<file path="config.mk">
export PLATFORM = sky130hd
export DESIGN_NAME = crg_cfg
export DESIGN_NICKNAME = d
export VERILOG_FILES = /design/src/core/crg_pkg.sv /design/src/core/crg_synth_if.sv /design/src/core/crg_cfg.sv /design/src/core/crg_ratio.sv
export SDC_FILE = /design/constraint.sdc
export NUM_CORES = 1
export LEC_CHECK = 0
export ABC_AREA = 1
export BUFFER_PORTS_ARGS = -buffer_cell sky130_fd_sc_hd__buf_4
export CAP_MARGIN = 10
export CORE_MARGIN = 3
export CORE_UTILIZATION = 55
export CTS_CLUSTER_SIZE = 16
export DETAILED_ROUTE_END_ITERATION = 10
export PLACE_DENSITY = 0.74
export SYNTH_ARGS = -nofsm -noshare
export SYNTH_HDL_FRONTEND = slang
export SYNTH_SLANG_ARGS = --single-unit
</file>
<file path="constraint.sdc">
create_clock -name clk -period 4.5 [get_ports clk]
set_input_delay 0.9 -clock clk [delete_from_list [all_inputs] [get_ports clk]]
set_output_delay 0.9 -clock clk [all_outputs]
set_load 0.01 [all_outputs]
</file>
<file path="src/core/crg_pkg.sv">
// Package of the clock/reset generator configuration block: offsets, fields, reset values.
// Assumes a byte-wide register port inside the clock domain of the bus clock.
package crg_pkg;
  // ----------------------------------------------------------------------
  // Register offsets
  // ----------------------------------------------------------------------
  localparam logic [7:0] OFS_SYNTH   = 8'h00; // Synthesizer multiplier and gain range.
  localparam logic [7:0] OFS_REFDV   = 8'h01; // Reference divider.
  localparam logic [7:0] OFS_POSTDV  = 8'h02; // Post divider.
  localparam logic [7:0] OFS_CLKSEL  = 8'h03; // System clock select.
  localparam logic [7:0] OFS_RTICTL  = 8'h04; // Real-time interrupt rate and mode.
  localparam logic [7:0] OFS_LOCK    = 8'h05; // Lock status and mode status.
  localparam logic [7:0] OFS_WDOG    = 8'h08; // Watchdog control.
  // ----------------------------------------------------------------------
  // Field positions
  // ----------------------------------------------------------------------
  localparam int SYN_MUL_LSB   = 0;  // Multiplier field, six bits.
  localparam int SYN_VCO_LSB   = 6;  // VCO gain range, two bits.
  localparam int REF_DIV_LSB   = 0;  // Reference divider, six bits.
  localparam int POST_DIV_LSB  = 0;  // Post divider, five bits.
  localparam int SEL_LOOP_BIT  = 7;  // Loop clock selected as system clock.
  localparam int RTI_DEC_BIT   = 7;  // Decimal divide mode.
  localparam int WD_WIN_BIT    = 7;  // Window mode.
  localparam int WD_STOP_BIT   = 6;  // Stop in background.
  localparam int WD_MASK_BIT   = 5;  // Write mask, write only.
  localparam int WD_RATE_LSB   = 0;  // Timeout rate, three bits.
  // ----------------------------------------------------------------------
  // Reset values and constants
  // ----------------------------------------------------------------------
  localparam logic [7:0] RST_BYTE     = 8'h00; // Reset of the realtime interrupt control register.
  localparam logic [2:0] RATE_NONE    = 3'h0;  // Rate code that leaves rate unchanged outside special mode.
  localparam logic [1:0] VCO_RESERVED = 2'h2;  // Gain range code software must avoid.
  localparam int LOCK_SETTLE = 64;             // Cycles until the lock detector reports lock.
  localparam int DIV_W       = 24;             // Width of the decimal divider result.
  // Decimal prescales for codes 0 to 7.
  localparam logic [23:0] PRESCALE [8] = '{24'h0003E8, 24'h0007D0, 24'h001388, 24'h002710,
                                           24'h004E20, 24'h00C350, 24'h0186A0, 24'h030D40};
endpackage

</file>
<file path="src/core/crg_synth_if.sv">
// Interface carrying synthesizer settings from the register file to the ratio unit.
// Assumes both ends are in one clock domain.
`timescale 1ns/10ps
interface crg_synth_if;
  logic [5:0] mul;  // Multiplier field.
  logic [5:0] ref_div; // Reference divider field.
  logic [4:0] post_div; // Post divider field.
  logic [6:0] vco_num; // Output: VCO numerator, 2 x (mul + 1).
  logic [6:0] vco_den; // Output: VCO denominator, ref_div + 1.
  logic [5:0] pll_den; // Output: PLL divider, 2 x post_div or 1.
  logic [6:0] bus_den; // Output: bus divider from PLL output to bus clock.
  modport regs  (output mul, ref_div, post_div, input vco_num, vco_den, pll_den, bus_den);
  modport ratio (input mul, ref_div, post_div, output vco_num, vco_den, pll_den, bus_den);
endinterface

</file>
<file path="src/core/crg_cfg.sv">
// Clock/reset generator configuration: synthesizer, REALTIME_INTERRUPT decimal divider and watchdog control.
// Assumes a one-cycle register port clocked by the bus clock; read data appear one cycle later.
//
// Operation
// - Synth register readable; writes ignored while loop selected.
// - Accepted synth write restarts lock detector.
// - VCO, PLL ratios from synthesizer fields; bus ratio fixed at 2.
// - Decimal mode divider is (low+1) times prescale.
// - Watchdog control layout, readable any time.
// - Stop bit free special, else set-only.
// - Window and rate write-once outside special mode.
// - Zero writes outside special mode keep value but consume write.
//
// The implementer's own choice: the plain strobed port.
`timescale 1ns/10ps
module crg_cfg #(
  parameter logic [2:0] WD_RATE_RESET = 3'h0, // Device option reset of timeout rate.
  parameter logic       WD_WIN_RESET  = 1'b0  // Device option reset of window mode.
) (
  // Clock and reset
  input  wire logic        clk,
  input  wire logic        reset_n,
  // Register port
  input  wire logic [7:0]  reg_addr,
  input  wire logic [7:0]  reg_wdata,
  input  wire logic        reg_wr,
  input  wire logic        reg_rd,
  output logic      [7:0]  reg_rdata,
  // Device mode and loop status
  input  wire logic        special_mode,
  input  wire logic        loop_lock_raw,
  // Clock controls
  output logic             system_clock_from_loop_select,
  output logic      [1:0]  vco_gain_range,
  output logic      [6:0]  vco_num,
  output logic      [6:0]  vco_den,
  output logic      [5:0]  pll_den,
  output logic      [6:0]  bus_den,
  output logic             lock_restart,
  output logic             loop_locked,
  // Real-time interrupt divider
  output logic      [23:0] realtime_divider,
  // Watchdog controls
  output logic             window_mode_bit,
  output logic             stop_in_background,
  output logic      [2:0]  timeout_rate_field
);
  // ----------------------------------------------------------------------
  // Storage
  // ----------------------------------------------------------------------
  crg_synth_if sif ();                 // Settings toward the ratio unit.
  logic [5:0] mul_r;                   // Multiplier field.
  logic [1:0] vco_r;                   // Gain range.
  logic [5:0] reference_divider_field_r;                // Reference divider field.
  logic [4:0] post_divider_field_r;               // Post divider field.
  logic       sel_r;                   // Loop clock select.
  logic [7:0] rti_r;                   // Realtime rate field and decimal mode.
  logic       win_r;                   // Window mode.
  logic       stop_r;                  // Stop in background.
  logic [2:0] rate_r;                  // Timeout rate.
  logic       once_r;                  // One-time write used.
  logic [6:0] lock_cnt_r;              // Lock settle counter.
  logic       restart_r;               // Lock restart pulse.
  logic [7:0] rdata_nxt;               // Read mux.
  logic       synth_wr;                // Accepted synthesizer write.
  logic       wd_wr;                   // Watchdog write.
  logic       wd_open;                 // Window and rate may change.

  // Decode helper used by every write path.
  function automatic logic hit(input logic [7:0] a, input logic [7:0] ofs);
    hit = (a == ofs);
  endfunction

  assign synth_wr = reg_wr && !sel_r && (hit(reg_addr, crg_pkg::OFS_SYNTH) ||
                    hit(reg_addr, crg_pkg::OFS_REFDV) || hit(reg_addr, crg_pkg::OFS_POSTDV));
  assign wd_wr    = reg_wr && hit(reg_addr, crg_pkg::OFS_WDOG);
  // The mask bit shields window and rate, not the stop bit, and leaves the one-time write unused.
  assign wd_open  = wd_wr && !reg_wdata[crg_pkg::WD_MASK_BIT] && (special_mode || !once_r);

  // ----------------------------------------------------------------------
  // Synthesizer registers
  // ----------------------------------------------------------------------
  // Writes are refused while the loop drives the system clock, since
  // retuning a running clock source would glitch the whole chip.
  always_ff @(posedge clk) begin
    if (!reset_n) begin
      mul_r     <= 6'h00;
      vco_r     <= 2'h0;
      reference_divider_field_r  <= 6'h00;
      post_divider_field_r <= 5'h00;
    end else if (synth_wr) begin
      if (hit(reg_addr, crg_pkg::OFS_SYNTH)) begin
        mul_r <= reg_wdata[crg_pkg::SYN_MUL_LSB +: 6];
        vco_r <= reg_wdata[crg_pkg::SYN_VCO_LSB +: 2];
      end else if (hit(reg_addr, crg_pkg::OFS_REFDV)) begin
        reference_divider_field_r <= reg_wdata[crg_pkg::REF_DIV_LSB +: 6];
      end else begin
        post_divider_field_r <= reg_wdata[crg_pkg::POST_DIV_LSB +: 5];
      end
    end
  end

  // Clock select; not itself write protected.
  always_ff @(posedge clk) begin
    if (!reset_n) begin
      sel_r <= 1'b0;
    end else if (reg_wr && hit(reg_addr, crg_pkg::OFS_CLKSEL)) begin
      sel_r <= reg_wdata[crg_pkg::SEL_LOOP_BIT];
    end
  end

  // ----------------------------------------------------------------------
  // Lock detector
  // ----------------------------------------------------------------------
  // Every accepted synthesizer write restarts the settle count.
  always_ff @(posedge clk) begin
    if (!reset_n) begin
      lock_cnt_r <= 7'h00;
      restart_r  <= 1'b0;
    end else begin
      restart_r <= synth_wr;
      if (synth_wr || !loop_lock_raw) begin
        lock_cnt_r <= 7'h00;
      end else if (lock_cnt_r != 7'(crg_pkg::LOCK_SETTLE)) begin
        lock_cnt_r <= lock_cnt_r + 7'h01;
      end
    end
  end

  // ----------------------------------------------------------------------
  // Realtime interrupt rate
  // ----------------------------------------------------------------------
  always_ff @(posedge clk) begin
    if (!reset_n) begin
      rti_r            <= crg_pkg::RST_BYTE;
      realtime_divider <= 24'h000000;
    end else begin
      if (reg_wr && hit(reg_addr, crg_pkg::OFS_RTICTL)) begin
        rti_r <= reg_wdata;
      end
      // Binary mode is handled elsewhere; only decimal mode yields a count here.
      if (rti_r[crg_pkg::RTI_DEC_BIT]) begin
        realtime_divider <= 24'(({20'h00000, rti_r[3:0]} + 24'h000001) *
                                crg_pkg::PRESCALE[rti_r[6:4]]);
      end else begin
        realtime_divider <= 24'h000000;
      end
    end
  end

  // ----------------------------------------------------------------------
  // Watchdog control
  // ----------------------------------------------------------------------
  always_ff @(posedge clk) begin
    if (!reset_n) begin
      win_r  <= WD_WIN_RESET;
      stop_r <= 1'b0;
      rate_r <= WD_RATE_RESET;
      once_r <= 1'b0;
    end else begin
      if (wd_wr) begin
        if (special_mode) begin
          stop_r <= reg_wdata[crg_pkg::WD_STOP_BIT];
        end else if (reg_wdata[crg_pkg::WD_STOP_BIT]) begin
          stop_r <= 1'b1;
        end
      end
      if (wd_open) begin
        if (special_mode) begin
          win_r  <= reg_wdata[crg_pkg::WD_WIN_BIT];
          rate_r <= reg_wdata[crg_pkg::WD_RATE_LSB +: 3];
        end else begin
          once_r <= 1'b1;
          if (reg_wdata[crg_pkg::WD_WIN_BIT]) begin
            win_r <= 1'b1;
          end
          if (reg_wdata[crg_pkg::WD_RATE_LSB +: 3] != crg_pkg::RATE_NONE) begin
            rate_r <= reg_wdata[crg_pkg::WD_RATE_LSB +: 3];
          end
        end
      end
    end
  end

  // ----------------------------------------------------------------------
  // Read path
  // ----------------------------------------------------------------------
  always_comb begin
    rdata_nxt = 8'h00;
    if (hit(reg_addr, crg_pkg::OFS_SYNTH)) begin
      rdata_nxt = {vco_r, mul_r};
    end else if (hit(reg_addr, crg_pkg::OFS_REFDV)) begin
      rdata_nxt = {2'h0, reference_divider_field_r};
    end else if (hit(reg_addr, crg_pkg::OFS_POSTDV)) begin
      rdata_nxt = {3'h0, post_divider_field_r};
    end else if (hit(reg_addr, crg_pkg::OFS_CLKSEL)) begin
      rdata_nxt = {sel_r, 7'h00};
    end else if (hit(reg_addr, crg_pkg::OFS_RTICTL)) begin
      rdata_nxt = rti_r;
    end else if (hit(reg_addr, crg_pkg::OFS_LOCK)) begin
      rdata_nxt = {loop_locked, special_mode, once_r, 5'h00};
    end else if (hit(reg_addr, crg_pkg::OFS_WDOG)) begin
      rdata_nxt = {win_r, stop_r, 3'h0, rate_r};
    end
  end

  // Read data stand only in the cycle after the strobe.
  always_ff @(posedge clk) begin
    if (!reset_n) begin
      reg_rdata <= 8'h00;
    end else begin
      reg_rdata <= reg_rd ? rdata_nxt : 8'h00;
    end
  end

  // ----------------------------------------------------------------------
  // Ratio unit and outputs
  // ----------------------------------------------------------------------
  assign sif.mul      = mul_r;
  assign sif.ref_div  = reference_divider_field_r;
  assign sif.post_div = post_divider_field_r;

  crg_ratio u_ratio (
    .clk     (clk),
    .reset_n (reset_n),
    .sif     (sif)
  );

  assign vco_num                       = sif.vco_num;
  assign vco_den                       = sif.vco_den;
  assign pll_den                       = sif.pll_den;
  assign bus_den                       = sif.bus_den;
  assign system_clock_from_loop_select = sel_r;
  assign vco_gain_range                = vco_r;
  assign lock_restart                  = restart_r;
  assign loop_locked                   = (lock_cnt_r == 7'(crg_pkg::LOCK_SETTLE));
  assign window_mode_bit               = win_r;
  assign stop_in_background            = stop_r;
  assign timeout_rate_field            = rate_r;
endmodule

</file>
<file path="src/core/crg_ratio.sv">
// Ratio unit: turns the synthesizer fields into VCO and PLL ratios; the bus clock ratio is fixed at 2.
// Assumes fields held stable in flip-flops of the register file.
`timescale 1ns/10ps
module crg_ratio (
  // Clock and reset
  input wire logic clk,
  input wire logic reset_n,
  // Settings and ratios
  crg_synth_if.ratio sif
);
  // ----------------------------------------------------------------------
  // Ratio registers
  // ----------------------------------------------------------------------
  // Registered so the analog loop sees glitch-free control words.
  always_ff @(posedge clk) begin
    if (!reset_n) begin
      sif.vco_num <= 7'h02;
      sif.vco_den <= 7'h01;
      sif.pll_den <= 6'h01;
      sif.bus_den <= 7'h02;
    end else begin
      sif.vco_num <= {sif.mul + 6'h01, 1'b0};
      sif.vco_den <= {1'b0, sif.ref_div} + 7'h01;
      // A zero post divider means divide by one.
      sif.pll_den <= (sif.post_div == 5'h00) ? 6'h01 : {sif.post_div, 1'b0};
      sif.bus_den <= 7'h02;
    end
  end
endmodule

</file>
**After elaboration in Yosys (flattened, before gate mapping)**

Memory sizes are Yosys's and may differ from the RTL's.
Cells that the tools add are included.

- $add $sub $neg: 4
- $mul: 1
- Bitwise gates (word level): 5
- Muxes and demuxes: 16
- Equal/unequal tests: 8
- Magnitude comparators: 1
- Reduce and logical (&&, ||, !) cells: 32

Operators by type and width:

| kind | count |
|---|---|
| 8-bit 2-to-1 mux | 7 |
| 24-bit 2-to-1 mux | 2 |
| 5-bit by 24-bit multiplier with 24-bit output | 1 |
| 8-bit by 2-bit == test with 1-bit output, second input constant | 2 |
| 8-bit by 3-bit == test with 1-bit output, second input constant | 2 |
| 2-bit AND reduction | 7 |
| 8-bit by 1-bit == test with 1-bit output, second input constant | 1 |
| 8-bit by 4-bit == test with 1-bit output, second input constant | 1 |
| 8-bit zero test | 1 |
| 6-bit by 1-bit adder with 7-bit output, second input constant | 1 |
| 7-bit by 1-bit adder with 7-bit output, second input constant | 1 |
| 7-bit == test, second input constant | 1 |
| 1-bit logical AND | 7 |
| 7-bit inequality test, second input constant | 1 |
| 6-bit by 1-bit adder with 6-bit output, second input constant | 1 |
| 3-bit 2-to-1 mux | 2 |
| 3-bit AND reduction | 2 |
| 2-bit nonzero test | 3 |
| 4-bit by 1-bit adder with 5-bit output, second input constant | 1 |
| 5-bit zero test | 1 |
| 1-bit 2-to-1 mux | 5 |
| 4-bit greater-or-equal comparator, second input constant | 1 |
| 1-bit zero test | 4 |
| 1-bit logical OR | 4 |
| other kinds (4) | 8 |

- Input bits: 22
- Output and inout port bits: 69
- Word-level logic and storage cells: 87
- Bits in read-only memories: 192
- Flip-flop bits (word level): 94
- Memories: 1

Memory list:

| memory | depth | bits a word | rd ports | clocked after Yosys merged registers in | wr ports | line | text |
|---|---|---|---|---|---|---|---|
| (no name shown) | 8 | 24 | 1 | 0 | 0 | crg_cfg.sv:144 | `crg_pkg::PRESCALE[rti_r[6:4]]);` |

**Depth between registers and ports, before layout**

- Depth in word-level cells: 8
- Gate-level depth with buffers: 24
- Depth with buffers taken out: 23

**Modules after synthesis**

Synthesis repeated with hierarchy kept, for this count alone.

- Cell total of the unflattened synthesis: 903
- Area, all modules: 6319.8 um2

Modules (own cells, without submodules):

| module | area each (um2) | times used | cells each |
|---|---|---|---|
| crg_cfg | 5554.1 | 1 | 806 |
| crg_ratio | 765.7 | 1 | 97 |

**Worst setup path after synthesis**

Ideal clock, no wire load.

- Path kind: reg-to-reg
- Start: reg rti_r[0]
- End: reg realtime_divider[15]
- Stages on the path, launching flop included: 21
- Data arrival time: 3.874 ns
- Clock period less this slack: 3.987 ns
- Slack: 0.513 ns
- Cell sequence: dfxtp_1 -> ha_1 -> xor2_1 -> inv_1 -> clkbuf_1 -> nor2_1 -> fa_1 -> fa_1 -> inv_1 -> fa_1 -> inv_1 -> ha_1 -> nand2_1 -> nor2_1 -> inv_1 -> nor3_1 -> nand2_1 -> nand3_1 -> nand2_1 -> nand2_1 -> nor2_1

- Word-level cells in the longest chain between the ends: 2

Ends and longest elaborated chain:

| item | line | text |
|---|---|---|
| from (decl) | crg_cfg.sv:57 | `logic [7:0] rti_r;` |
| from (signal assigned) | crg_cfg.sv:135 | `rti_r <= crg_pkg::RST_BYTE;` |
| from (signal assigned) | crg_cfg.sv:139 | `rti_r <= reg_wdata;` |
| 4-bit by 1-bit adder with 5-bit output | crg_cfg.sv:143 | `realtime_divider <= 24'(({20'h00000, rti_r[3:0]} + 24'h000001) *` |
| 5-bit by 24-bit multiplier with 24-bit output | crg_cfg.sv:143 |  |
| to (signal assigned) | crg_cfg.sv:143 |  |
| to (decl) | crg_cfg.sv:42 | `output logic [23:0] realtime_divider,` |

No other way between the ends.
A chain may end at the register's enable or synchronous reset.

**Worst setup path in the final report**

- Start: reg rti_r[5]
- End: reg realtime_divider[19]

- Word-level cells in the longest chain between the ends: 5

Ends and longest elaborated chain:

| item | line |
|---|---|
| 3-bit NOT with 4-bit output (implied by the code) | crg_cfg.sv:144 |
| memory read 8 x 24 bit | -- |
| 24-bit 2-to-1 mux (implied by the code) (2 in a row) | crg_cfg.sv:144 |
| 5-bit by 24-bit multiplier with 24-bit output | crg_cfg.sv:143 |

No other way between the ends. The select of a mux whose other input is x is not followed.

==> impl_metrics.env <==
export IMPL_cp_required_ns=4.74
export IMPL_post_dp_cell_area_mm2=0.00691
export IMPL_synth_seq_cells=90
export IMPL_clock_path_buffers=2
export IMPL_yosys_warnings=0
export IMPL_wl_per_cell_um=13.4
export IMPL_netlist_cell_type_count=39
export IMPL_synth_top_cells_by_area="dfxtp_1 (29%), fa_1 (13%), nand2_1 (11%)"
export IMPL_numCtsBuffers=9
export IMPL_cp_arrival_ns=4.44
export IMPL_fill_cells=999
export IMPL_yosysMostFrequentCell="nand2_1"
export IMPL_antenna_left=0
export IMPL_reg2reg_depth=18
export IMPL_dieArea_mm2=0.0126
export IMPL_drv_cap=0
export IMPL_cts_max_level=3
export IMPL_final_period_utilization_pct=93.3
export IMPL_vdd_drop_max_uv=224
export IMPL_drive_above_1_share_pct=14.5
export IMPL_num_antenna_cells=0
export IMPL_synth_top_area_share_pct=28.9
export IMPL_io_buffers=79
export IMPL_cellPowerDensity_mw_per_mm2=226
export IMPL_slowest_delay_ns=0.55
export IMPL_finalHoldViolations=0
export IMPL_dr_pass1_iters=5
export IMPL_path_cells="inv_1, ha_1, a21oi_1, nor2_1, fa_1, fa_1, inv_1, fa_1, inv_1, ha_1, a21oi_1, nand2_1, nand3_1, nand2_1, nand2_1, nand3_1, nand2_1, nor2_1"
export IMPL_num_vias=5525
export IMPL_start_util_pct=57.0
export IMPL_seq_area_frac_synth_pct=28.9
export IMPL_final_area_mm2=0.00724
export IMPL_cts_clk_slew_worst_paths_ns=0.07
export IMPL_syn_area_mm2=0.00623
export IMPL_setup_worst_path_end_class="flip-flop"
export IMPL_grt_first_pass_wirelength_um=24300
export IMPL_worst_slew_pin_transition_ns=0.784
export IMPL_grt_max_degree=30
export IMPL_cp_common_cell="nand2_1"
export IMPL_ioPinCount=91
export IMPL_grt_usage_pct=23.5
export IMPL_place_congestion=0.909
export IMPL_cts_hold_buf=0
export IMPL_drt_iter0_markers=363
export IMPL_fin_skew_ns=0.00630
export IMPL_drc=0
export IMPL_core_mm2=0.0109
export IMPL_antenna_found_initial=0
export IMPL_clock_latency_ns=0.35
export IMPL_critPathKind="flip-flop to flip-flop"
export IMPL_finalPower_w=0.00164
export IMPL_die_h_um=112
export IMPL_avgViaCountPerCell=5.07
export IMPL_hpwl_um=11400
export IMPL_syn_to_final_growth_pct=16.2
export IMPL_crit_fanout=8
export IMPL_ctsResizeCount=0
export IMPL_start_kind="flip-flop"
export IMPL_first_global_vias=5335
export IMPL_final_nets=1047
export IMPL_drt_total_wl_um=14600
export IMPL_cts_tree="yes"
export IMPL_outcome="completed"
export IMPL_yosysTopAreaCell="dfxtp_1"
export IMPL_ys_flop_type="dfxtp_1"
export IMPL_min_path_cells=1
export IMPL_chipWidth_um=112
export IMPL_drv_slew=0
export IMPL_min_period_ns=4.20
export IMPL_cts_setup_buffers=0
export IMPL_setup_viol=0
export IMPL_cts_root_buf="clkbuf_16"
export IMPL_cts_sinks=90
export IMPL_critPathSlowestCell="fa_1"
export IMPL_fmax_mhz=238
export IMPL_p_leak_nw=3.63
export IMPL_hold_class="flip-flop to flip-flop"
export IMPL_avgSynthCellArea_um2=7.19
export IMPL_gr_total_overflow=0
export IMPL_relSlewSlack_pct=47.7
export IMPL_yosys_top_cells_count="nand2_1 (180), nor2_1 (140), inv_1 (135), dfxtp_1 (90), a21oi_1 (69)"
export IMPL_synthArstFlopShare_pct=0
export IMPL_synthCells=867
export IMPL_synth_edff_count=0
export IMPL_num_rows=38
==> state kept, by name, summed over array words and instances (netlist names), 3 cells and up <==
name,count
u_ratio.sif.vco_den,7
post_divider_field_r,5
realtime_divider,21
u_ratio.sif.vco_num,6
reg_rdata,8
u_ratio.sif.pll_den,6
mul_r,6
rti_r,8
timeout_rate_field,3
lock_cnt_r,7
reference_divider_field_r,6
==> layer usage <==
layer / share of wire (%) / wire length (µm) / up-vias / track usage [%]
met4: 2.3 / 342 / 0 / 8.01
li1: - / - / 2841 / -
met2: 49 / 7100 / 154 / 41.8
met1: 44 / 6460 / 2506 / 29.2
met5: 0 / 0 / - / 0
met3: 5.0 / 729 / 24 / 3.23
==> area by class of cell <==
| cell class | count | area (µm²) | area share [%] |
|---|---|---|---|
| inverters | 139 | 524 | 7.24 |
| repair buffers | 86 | 646 | 8.91 |
| clock buffers | 12 | 246 | 3.40 |
| well taps | 140 | 175 | 2.42 |
| multi-input cells | 619 | 3790 | 52.4 |
| clock inverters | 4 | 51.3 | 0.708 |
| flip-flops and latches | 90 | 1810 | 25.0 |
==> where the power goes <==
group | internal (W) | switching (W)
sequential | 0.000797 | 0.00000144
combinational | 0.0000240 | 0.0000489
clock | 0.000446 | 0.000320
==> through the flow <==
step / TNS [ns] / util [%] / setup slack (ns) / std cells / hold WS [ns]
floorplan: 0 / - / 0.513 / 876 / 0.400
global placement: 0 / 63.2 / 0.170 / 1074 / 0.438
detailed placement: 0 / 63.2 / 0.0924 / 1074 / 0.432
CTS: 0 / 65.9 / 0.0607 / 1090 / 0.452
global route: -0.00733 / 66.2 / -0.00733 / 1090 / 0.481
finish: 0 / 66.2 / 0.300 / 1090 / 0.454
==> logic make-up after synthesis <==
group,synth area share (%)
xor+xnor,0.562
buf+inv,11.2
flops,28.9
fa+ha+maj,20.8
other cells,0.121
simple gates,29.2
compound gates,9.23
==> path summary, 6_finish.rpt <==
path | from | end | slack, ns
worst max-delay path | rti_r[5] | realtime_divider[19] | 0.30
worst min-delay path | mul_r[0] | u_ratio.sif.vco_num[1] | 0.45
worst max register to register | rti_r[5] | realtime_divider[19] | 0.30
worst min register to register | mul_r[0] | u_ratio.sif.vco_num[1] | 0.45
==> cell usage in the layout (no fill, tap or decap), types with 3 or more instances in the layout <==
cell	count
fa_1	39
clkbuf_16	9
a21oi_1	68
nand4_1	5
inv_1	133
a41oi_1	4
dfxtp_1	87
nand2_1	179
o21a_1	3
conb_1	11
o21ai_0	30
inv_2	5
nor3_1	13
buf_4	86
nand3_1	42
ha_1	40
nand2_2	6
nand2_4	5
nor2_4	4
nor2_1	140
==> critical path, delay by kind of cell (launching register included) <==
| kind | cells | cell delay, ns |
|---|---|---|
| fa+ha+maj | 5 | 2.13 |
| simple gates | 8 | 0.78 |
| compound gates | 2 | 0.57 |
| flops | 1 | 0.41 |
| buf+inv | 3 | 0.21 |
No activity file was read; power rests on OpenSTA's default activity.
